==> config.mk <==
export PLATFORM = sky130hd
export DESIGN_NAME = pixel_bus_multiplexer
export DESIGN_NICKNAME = d
export VERILOG_FILES = /design/src/hw/pixmux_pkg.sv /design/src/hw/stream_if.sv /design/src/hw/pixel_bus_multiplexer.sv /design/src/hw/pixel_fifo.sv
export SDC_FILE = /design/constraint.sdc
export NUM_CORES = 1
export LEC_CHECK = 0
export ABC_AREA = 1
export BUFFER_PORTS_ARGS = -buffer_cell sky130_fd_sc_hd__buf_2
export CAP_MARGIN = 20
export CORE_MARGIN = 1
export CORE_UTILIZATION = 65
export CTS_BUF_LIST = sky130_fd_sc_hd__clkbuf_4 sky130_fd_sc_hd__clkbuf_8
export DETAILED_ROUTE_END_ITERATION = 7
export PLACE_DENSITY_LB_ADDON = 0.25
export SLEW_MARGIN = 20
export SYNTH_ARGS = -nofsm -noshare
export SYNTH_HDL_FRONTEND = slang
export SYNTH_HIERARCHICAL = 1
export SYNTH_SLANG_ARGS = --single-unit
==> constraint.sdc <==
create_clock -name sys_clk -period 8.1 [get_ports sys_clk]
set_clock_uncertainty 0.1 [all_clocks]
set_input_delay 0.405 -clock sys_clk [delete_from_list [all_inputs] [get_ports sys_clk]]
set_output_delay 0.405 -clock sys_clk [all_outputs]
set_load 0.005 [all_outputs]
==> src/hw/pixmux_pkg.sv <==
// Purpose: Shared constants and types of the pixel bus multiplexer
// Assumes: Single sys_clk domain, plain register port with 2-bit word address
// Notes: Offsets are word indices on the plain register port
package pixmux_pkg;

	// Register port geometry and offsets
	localparam int unsigned REG_ADDR_W = 2;
	localparam logic [1:0] ADDR_MUX_CFG = 2'h0;
	localparam logic [1:0] ADDR_GEN_CTRL = 2'h1;
	localparam logic [1:0] ADDR_PAGE = 2'h2;
	localparam logic [1:0] ADDR_STATUS = 2'h3;

	// Values after reset
	localparam logic [7:0] MUX_CFG_RESET = 8'h2d;
	localparam logic [7:0] GEN_CTRL_RESET = 8'h00;
	localparam logic [7:0] PAGE_RESET = 8'h00;

	// Field positions
	localparam int unsigned GC_NIBBLE_EN_BIT = 3;
	localparam int unsigned GC_SPLIT_BIT = 2;
	localparam int unsigned ST_OVERRUN_BIT = 4;
	localparam int unsigned ST_EMPTY_BIT = 5;

	// Mode selection codes on configuration bits 5:0
	localparam logic [5:0] CODE_VGA = 6'h2d;
	localparam logic [3:0] PFX_MODE1 = 4'h4;
	localparam logic [3:0] PFX_MODE2 = 4'h5;
	localparam logic [3:0] PFX_MODE3 = 4'h6;
	localparam logic [3:0] PFX_MODE4 = 4'h7;
	localparam logic [1:0] MODE4_MAX_WIDTH = 2'h2;
	localparam logic [5:0] CODE_MODE5 = 6'h1f;

	// Pixel port geometry and buffering
	localparam int unsigned PIXEL_BUS_W = 32;
	localparam int unsigned FIFO_DEPTH = 16;

	typedef enum logic [2:0] {
		MODE_VGA,
		MODE_1,
		MODE_2,
		MODE_3,
		MODE_4,
		MODE_5
	} pix_mode_t;

	// Active format: bits per pixel and groups per load as powers of two
	typedef struct packed {
		pix_mode_t mode;
		logic [1:0] bpp_log;
		logic [2:0] grp_log;
	} pix_fmt_t;

	localparam int unsigned FMT_W = $bits(pix_fmt_t);
	localparam pix_fmt_t FMT_RESET = '{mode: MODE_VGA, bpp_log: 2'h3, grp_log: 3'h0};
	localparam pix_fmt_t FMT_NIBBLE = '{mode: MODE_5, bpp_log: 2'h2, grp_log: 3'h2};

endpackage

==> src/hw/stream_if.sv <==
// Purpose: Valid/ready word stream between the multiplexer and its buffer
// Assumes: Both ends run on the same clock
// Notes: A word moves in a cycle where valid and ready are both high
`timescale 1ns/1ns
`default_nettype none
interface stream_if #(
	parameter int unsigned W = 8
);
	logic [W-1:0] data;
	logic valid;
	logic ready;

	modport src (output data, output valid, input ready);
	modport dst (input data, input valid, output ready);
endinterface
`default_nettype wire

==> src/hw/pixel_bus_multiplexer.sv <==
// Purpose: Pixel port multiplexer turning bus loads into palette addresses
// Assumes: bus_load_clock and dot_rate_clock are synchronous level inputs
// Notes: True-colour formats are not handled here; their codes are ignored
// Summary of operation
// - An 8-bit configuration register selects operating mode and pixel bus width.
// - Configuration bits 7 and 6 are ignored; bits 5:0 pick the mode.
// - Value 2Dh selects VGA pass-through, eight bits per pixel, same as reset.
// - Value 1Eh: mode 4, 32-bit bus, four pixels, byte 0 shown first.
// - Pixels per bus load equal the bus-load divide ratio.
// - Each bus-load clock rising edge while the buffer has room latches every group of the load at once.
// - Groups leave one per dot clock, lowest-numbered group first.
// - Mode 1: 0100 plus width code, one bit per pixel, bit 0 first.
// - Mode 2: 0101 plus width code, two bits per pixel, bits 1:0 first.
// - Mode 3: 0110 plus width code, four bits per pixel, bits 3:0 first.
// - Mode 4: codes 011100 to 011110, eight bits per pixel, 8/16/32 bus.
// - Mode 5: code 011111, nibble flag picks low or high nibble of each byte.
// - Latched bits act as palette address bits in modes 0 to 5.
// - Mode 1 pixel bit drives address bit 0; page register gives upper seven.
// - Special-nibble enable overrides the configuration register setting while the split bit is clear.
//
// Design decisions made here: strobed register access and the register addresses.
`timescale 1ns/1ns
`default_nettype none
module pixel_bus_multiplexer #(
	parameter int unsigned FIFO_DEPTH = pixmux_pkg::FIFO_DEPTH
) (
	input wire logic sys_clk,
	input wire logic srst,
	input wire logic [pixmux_pkg::REG_ADDR_W-1:0] reg_addr,
	input wire logic [7:0] reg_wdata,
	input wire logic reg_wr,
	input wire logic reg_rd,
	output logic [7:0] reg_rdata_q,
	input wire logic bus_load_clock,
	input wire logic dot_rate_clock,
	input wire logic nibble_select_flag,
	input wire logic [pixmux_pkg::PIXEL_BUS_W-1:0] pixel_bus,
	input wire logic [7:0] vga_pixel,
	output logic load_ready_q,
	output logic [7:0] palette_addr_q,
	output logic palette_addr_valid_q
);
	localparam int unsigned PBW = pixmux_pkg::PIXEL_BUS_W;
	localparam int unsigned WORD_W = pixmux_pkg::FMT_W + PBW;

	// Decode bits 5:0 into a format; returns valid low for unused codes
	function automatic logic decode_cfg(input logic [5:0] code, output pixmux_pkg::pix_fmt_t f);
		logic [1:0] ww;
		ww = code[1:0];
		f = pixmux_pkg::FMT_RESET;
		decode_cfg = 1'b1;
		if (code == pixmux_pkg::CODE_VGA) begin
			f = pixmux_pkg::FMT_RESET;
		end else if (code == pixmux_pkg::CODE_MODE5) begin
			f = pixmux_pkg::FMT_NIBBLE;
		end else if (code[5:2] == pixmux_pkg::PFX_MODE1) begin
			f = '{mode: pixmux_pkg::MODE_1, bpp_log: 2'h0, grp_log: 3'(ww) + 3'h2};
		end else if (code[5:2] == pixmux_pkg::PFX_MODE2) begin
			f = '{mode: pixmux_pkg::MODE_2, bpp_log: 2'h1, grp_log: 3'(ww) + 3'h1};
		end else if (code[5:2] == pixmux_pkg::PFX_MODE3) begin
			f = '{mode: pixmux_pkg::MODE_3, bpp_log: 2'h2, grp_log: 3'(ww)};
		end else if (code[5:2] == pixmux_pkg::PFX_MODE4 && ww <= pixmux_pkg::MODE4_MAX_WIDTH) begin
			f = '{mode: pixmux_pkg::MODE_4, bpp_log: 2'h3, grp_log: 3'(ww)};
		end else begin
			decode_cfg = 1'b0;
		end
	endfunction

	// Register file state
	logic [7:0] cfg_q, cfg_d, gctrl_q, gctrl_d, page_q, page_d, rdata_d;
	pixmux_pkg::pix_fmt_t fmt_q, fmt_d, fmt_new, fmt_live;
	logic overrun_q, overrun_d, cfg_ok;

	// Pin sampling state
	logic load_prev_q, dot_prev_q, load_edge, dot_edge, ready_d;

	// Shifter state
	logic [PBW-1:0] shift_q, shift_d;
	pixmux_pkg::pix_fmt_t sfmt_q, sfmt_d;
	logic [5:0] rem_q, rem_d;
	logic [7:0] addr_d;
	logic avalid_d;

	// Capture word
	logic [PBW-1:0] cap_word;

	stream_if #(.W(WORD_W)) push_s ();
	stream_if #(.W(WORD_W)) pop_s ();

	pixel_fifo #(.W(WORD_W), .DEPTH(FIFO_DEPTH)) u_fifo (
		.sys_clk(sys_clk),
		.srst(srst),
		.in_s(push_s),
		.out_s(pop_s)
	);

	// Edge detect on the sampled clock pins
	always_comb begin
		load_edge = bus_load_clock && !load_prev_q;
		dot_edge = dot_rate_clock && !dot_prev_q;
	end

	// Register writes, reads and the active format
	always_comb begin
		// Live format first, so the status read below sees this cycle's value
		if (gctrl_q[pixmux_pkg::GC_NIBBLE_EN_BIT] && !gctrl_q[pixmux_pkg::GC_SPLIT_BIT]) begin
			fmt_live = pixmux_pkg::FMT_NIBBLE;
		end else begin
			fmt_live = fmt_q;
		end
		cfg_d = cfg_q;
		gctrl_d = gctrl_q;
		page_d = page_q;
		fmt_d = fmt_q;
		overrun_d = overrun_q;
		rdata_d = reg_rdata_q;
		cfg_ok = decode_cfg(reg_wdata[5:0], fmt_new);
		if (reg_wr) begin
			unique case (reg_addr)
				pixmux_pkg::ADDR_MUX_CFG: begin
					cfg_d = reg_wdata;
					if (cfg_ok) begin
						fmt_d = fmt_new;
					end
				end
				pixmux_pkg::ADDR_GEN_CTRL: gctrl_d = reg_wdata;
				pixmux_pkg::ADDR_PAGE: page_d = reg_wdata;
				pixmux_pkg::ADDR_STATUS: begin
					if (reg_wdata[pixmux_pkg::ST_OVERRUN_BIT]) begin
						overrun_d = 1'b0;
					end
				end
			endcase
		end
		// A lost load in the clearing cycle still sets the flag
		if (load_edge && !push_s.ready) begin
			overrun_d = 1'b1;
		end
		if (reg_rd) begin
			unique case (reg_addr)
				pixmux_pkg::ADDR_MUX_CFG: rdata_d = cfg_q;
				pixmux_pkg::ADDR_GEN_CTRL: rdata_d = gctrl_q;
				pixmux_pkg::ADDR_PAGE: rdata_d = page_q;
				pixmux_pkg::ADDR_STATUS: begin
					rdata_d = 8'h00;
					rdata_d[2:0] = fmt_live.mode;
					rdata_d[pixmux_pkg::ST_OVERRUN_BIT] = overrun_q;
					rdata_d[pixmux_pkg::ST_EMPTY_BIT] = !pop_s.valid && rem_q == '0;
				end
			endcase
		end
	end

	// Capture one whole load per bus-load edge; format travels with it
	always_comb begin
		cap_word = pixel_bus;
		if (fmt_live.mode == pixmux_pkg::MODE_VGA) begin
			cap_word = PBW'(vga_pixel);
		end else if (fmt_live.mode == pixmux_pkg::MODE_5) begin
			cap_word = '0;
			for (int i = 0; i < 4; i++) begin
				cap_word[4*i +: 4] = nibble_select_flag ? pixel_bus[8*i+4 +: 4]
					: pixel_bus[8*i +: 4];
			end
		end
		push_s.valid = load_edge;
		push_s.data = {fmt_live, cap_word};
		ready_d = push_s.ready;
	end

	// One group per dot edge, low group first; the divide ratio is not
	// derived here, software must match the bus-load rate to the group count
	always_comb begin
		logic [3:0] bits;
		logic [7:0] low;
		logic [PBW-1:0] src;
		pixmux_pkg::pix_fmt_t f;
		bits = 4'h0;
		low = 8'h00;
		src = shift_q;
		f = sfmt_q;
		shift_d = shift_q;
		sfmt_d = sfmt_q;
		rem_d = rem_q;
		addr_d = palette_addr_q;
		avalid_d = 1'b0;
		pop_s.ready = dot_edge && rem_q == '0;
		if (dot_edge && (rem_q != '0 || pop_s.valid)) begin
			if (rem_q == '0) begin
				{f, src} = pop_s.data;
				sfmt_d = f;
				rem_d = 6'((7'h01 << f.grp_log) - 7'h01);
			end else begin
				rem_d = rem_q - 6'h01;
			end
			bits = 4'h1 << f.bpp_log;
			low = ~(8'hff << bits);
			addr_d = (page_q & ~low) | (src[7:0] & low);
			shift_d = src >> bits;
			avalid_d = 1'b1;
		end
	end

	always_ff @(posedge sys_clk) begin
		if (srst) begin
			cfg_q <= pixmux_pkg::MUX_CFG_RESET;
			gctrl_q <= pixmux_pkg::GEN_CTRL_RESET;
			page_q <= pixmux_pkg::PAGE_RESET;
			fmt_q <= pixmux_pkg::FMT_RESET;
			overrun_q <= 1'b0;
			reg_rdata_q <= 8'h00;
			load_prev_q <= 1'b0;
			dot_prev_q <= 1'b0;
			load_ready_q <= 1'b0;
			shift_q <= '0;
			sfmt_q <= pixmux_pkg::FMT_RESET;
			rem_q <= '0;
			palette_addr_q <= 8'h00;
			palette_addr_valid_q <= 1'b0;
		end else begin
			cfg_q <= cfg_d;
			gctrl_q <= gctrl_d;
			page_q <= page_d;
			fmt_q <= fmt_d;
			overrun_q <= overrun_d;
			reg_rdata_q <= rdata_d;
			load_prev_q <= bus_load_clock;
			dot_prev_q <= dot_rate_clock;
			load_ready_q <= ready_d;
			shift_q <= shift_d;
			sfmt_q <= sfmt_d;
			rem_q <= rem_d;
			palette_addr_q <= addr_d;
			palette_addr_valid_q <= avalid_d;
		end
	end
endmodule
`default_nettype wire

==> src/hw/pixel_fifo.sv <==
// Purpose: Word buffer between bus-load capture and pixel shifting
// Assumes: Synchronous active-high reset on sys_clk
// Notes: Output word sits in a register, so capacity is DEPTH plus one
`timescale 1ns/1ns
`default_nettype none
module pixel_fifo #(
	parameter int unsigned W = 40,
	parameter int unsigned DEPTH = 16
) (
	input wire logic sys_clk,
	input wire logic srst,
	stream_if.dst in_s,
	stream_if.src out_s
);
	localparam int unsigned PW = $clog2(DEPTH);

	logic [W-1:0] mem [DEPTH];
	logic [PW-1:0] wr_q, wr_d, rd_q, rd_d;
	logic [PW:0] count_q, count_d;
	logic [W-1:0] odata_q, odata_d;
	logic oval_q, oval_d;
	logic push, load_out;

	// Pointer, level and output stage next values
	always_comb begin
		// Level is PW+1 bits wide so a full array of DEPTH words is representable
		push = in_s.valid && (count_q != (PW+1)'(DEPTH));
		load_out = (count_q != '0) && (!oval_q || out_s.ready);
		wr_d = push ? wr_q + PW'(1) : wr_q;
		rd_d = load_out ? rd_q + PW'(1) : rd_q;
		count_d = count_q + (push ? (PW+1)'(1) : '0) - (load_out ? (PW+1)'(1) : '0);
		odata_d = load_out ? mem[rd_q] : odata_q;
		oval_d = load_out ? 1'b1 : (out_s.ready ? 1'b0 : oval_q);
	end

	always_ff @(posedge sys_clk) begin
		if (srst) begin
			wr_q <= '0;
			rd_q <= '0;
			count_q <= '0;
			odata_q <= '0;
			oval_q <= 1'b0;
		end else begin
			wr_q <= wr_d;
			rd_q <= rd_d;
			count_q <= count_d;
			odata_q <= odata_d;
			oval_q <= oval_d;
		end
	end

	// Storage array, no reset needed since reads follow writes
	always_ff @(posedge sys_clk) begin
		if (push) begin
			mem[wr_q] <= in_s.data;
		end
	end

	// Full is honest: ready drops as soon as the array holds DEPTH words
	assign in_s.ready = (count_q != (PW+1)'(DEPTH));
	assign out_s.data = odata_q;
	assign out_s.valid = oval_q;
endmodule
`default_nettype wire

==> flow_summary.yaml <==
yosys:
  syn_area_per_cell_um2: 9.15
  syn_area_um2: 33600
  synthCells: 3673
  yosys_warnings: 6
  syn_nets: 3746
detailed_routing:
  post_drt_wl_per_cell_um: 20.7
  wl_mm: 93.0
  drt.antenna.violating_nets: 0
  route.detailed.drc: 0
  dr.pass1.iters: 6
  vias_per_cell: 5.82
  vias: 26100
  drt_iter0_drc: 3461
finish:
  final_common_cell: "nand2_1"
  stdcell_count: 4486
  final_nets: 3790
  final_cell_mix: "nand2_1, edfxtp_1, nand3_1"
  area_growth_pct: 9.33
  drive_gt1_share_pct: 10.2
global_route:
  grt.busiest_layer: "met2"
  grtUsageMet2_pct: 57.2
  grt_pass1_vias: 25500
  grt_pass1_wl_mm: 142
  use_met3_pct: 5.80
  grt_max_degree: 158
  antenna_found_initial: 1
  overflow: 0
  grt_usage_pct: 35.5
  met1_usage_pct: 46.2
timing:
  fin_crit_sh_pct: 45.6
  setup_viol: 0
  slew_headroom_pct: 24.7
  worstMarginPinSlew_ps: 1130
  fmax_mhz: 271
  rsz0062_at_grt: "no"
  maxSlewViolCount: 0
  hold_viol: 0
  period_needed_ps: 3700
  fin_setup_tns_ps: 0
worst_setup_path:
  crit_path_end_kind: "register"
  worst_path_max_delay_cell: "buf_4"
  slowest_delay_ps: 630
  arrival_ps: 4210
  crit_end: "u_fifo/out_s.data[28]"
  path_cells: "nor2_4, nand3_2, buf_4, nor2_1, inv_1, nand2_1, nand2_1, inv_2, buf_4, buf_4, nand3_1, nand2_1, inv_1"
  cp-start-kind: "register"
  rrSetupSlack_ps: 4400
  path_max_fanout: 48
  critical_path_depth: 13
  crit_start: "rem_q[4]"
  critPathTopFamily: "buffers and inverters"
  rr_worst_depth: 13
  regToRegEndpoint: "u_fifo/out_s.data[28]"
  cp_data_required_time_ps: 8610
  r2r_start: "rem_q[4]"
  critPathKind: "reg2reg"
  critPathBufInv: 6
place:
  placed_cells: 4256
  gp_congestion: 0.946
  port_buffers: 74
  dp_hpwl_mm: 52.1
floorplan:
  fp.dieW_um: 229
  die_area_um2: 52600
  rows: 82
  pin_count: 75
  coreArea_um2: 50600
  die_h_um: 229
  start_util_pct: 66.5
clocking:
  clockBufferDepth: 3
  htreeDepth: 3
  clockRootBuffer: "clkbuf_8"
  clk_latency_ps: 720
  cts_tree: "yes"
  clkSinkCount: 736
  cts_buffers: 115
  clk_pin_slew_ps: 60
job:
  maxCapViolations: 0
pwr:
  max-vdd-ir-drop_mv: 0.470
  leakage_nw: 16.0
  powerDensity_nw_per_um2: 341
worst_hold_path:
  hold_class: "in2reg"
  min_path_cells: 4
run_status:
  status: "finished, final reports clean"
## registers in the layout, summed over array words and instances (netlist names), 2 cells and up
| name | cells |
|---|---|
| u_fifo/mem | 592 |
| fmt_q | 8 |
| shift_q | 32 |
| page_q | 8 |
| u_fifo/wr_q | 4 |
| palette_addr_q | 8 |
| cfg_q | 8 |
| u_fifo/rd_q | 4 |
| sfmt_q | 2 |
| gctrl_q | 8 |
| u_fifo/out_s.data | 37 |
| reg_rdata_q | 8 |
| rem_q | 6 |
| u_fifo/count_q | 5 |
## what timing repair did
item	CTS	global route
buffers inserted	0	0
gates resized for setup	0	0
hold buffers	15	0
hold endpoints to repair	38	0
## worst min-delay path by stage
| stage | from | endpoint | slack (ps) |
|---|---|---|---|
| after detailed placement | shift_q[31] | shift_q[31] | 330 |
| after CTS | reg_addr[0] | reg_rdata_q[3] | 5 |
| final | reg_addr[0] | reg_rdata_q[3] | 60 |
| after global placement | shift_q[31] | shift_q[31] | 340 |
| after floorplan | shift_q[31] | shift_q[31] | 320 |
| after global routing | reg_addr[0] | reg_rdata_q[3] | 90 |
## where the power goes
part,internal [W],leakage (nW),switching (W)
registers,0.00433,6.60,0.000187
logic,0.00126,8.06,0.00346
clock network,0.00185,1.31,0.00143
total,0.00745,16.0,0.00508
## through the flow
stage                     instance area, µm²  setup WS, ps  power [W]  utilization (%)  hold WS [ps]
final                                  36800          4400     0.0125             72.7          61.6
after global routing                   36800          4180     0.0132             72.7          94.1
after CTS                              36700          4520     0.0125             72.5          4.73
after detailed placement               34100          4550    0.00919             67.4           335
after global placement                 34100          4570    0.00911             67.3           339
after floorplan                        33600          4970    0.00810                -           324
## worst reg2reg max path: stages (launching register included)
cell	delay (ps)
dfxtp_1	330
nor2_4	370
nand3_2	180
buf_4	330
nor2_1	170
inv_1	50
nand2_1	90
nand2_1	220
inv_2	120
buf_4	470
buf_4	660
nand3_1	330
nand2_1	140
inv_1	50
## layer usage
layer	part of all wire [%]	wire [µm]
met5	0	0
met2	47	43300
met1	38	35200
met4	5.3	4960
met3	10	9560
## area by class of cell
type                       count  area, µm²
clock buffer                 194       2300
fill                        3662      13800
antenna                        2       5.00
clock inverter                18        171
timing repair buffer         134        861
multi-input combinational   2256      10100
tap                          672        841
sequential                   736      20700
inverter                     474       1790
(Power assumes the default switching activity.)
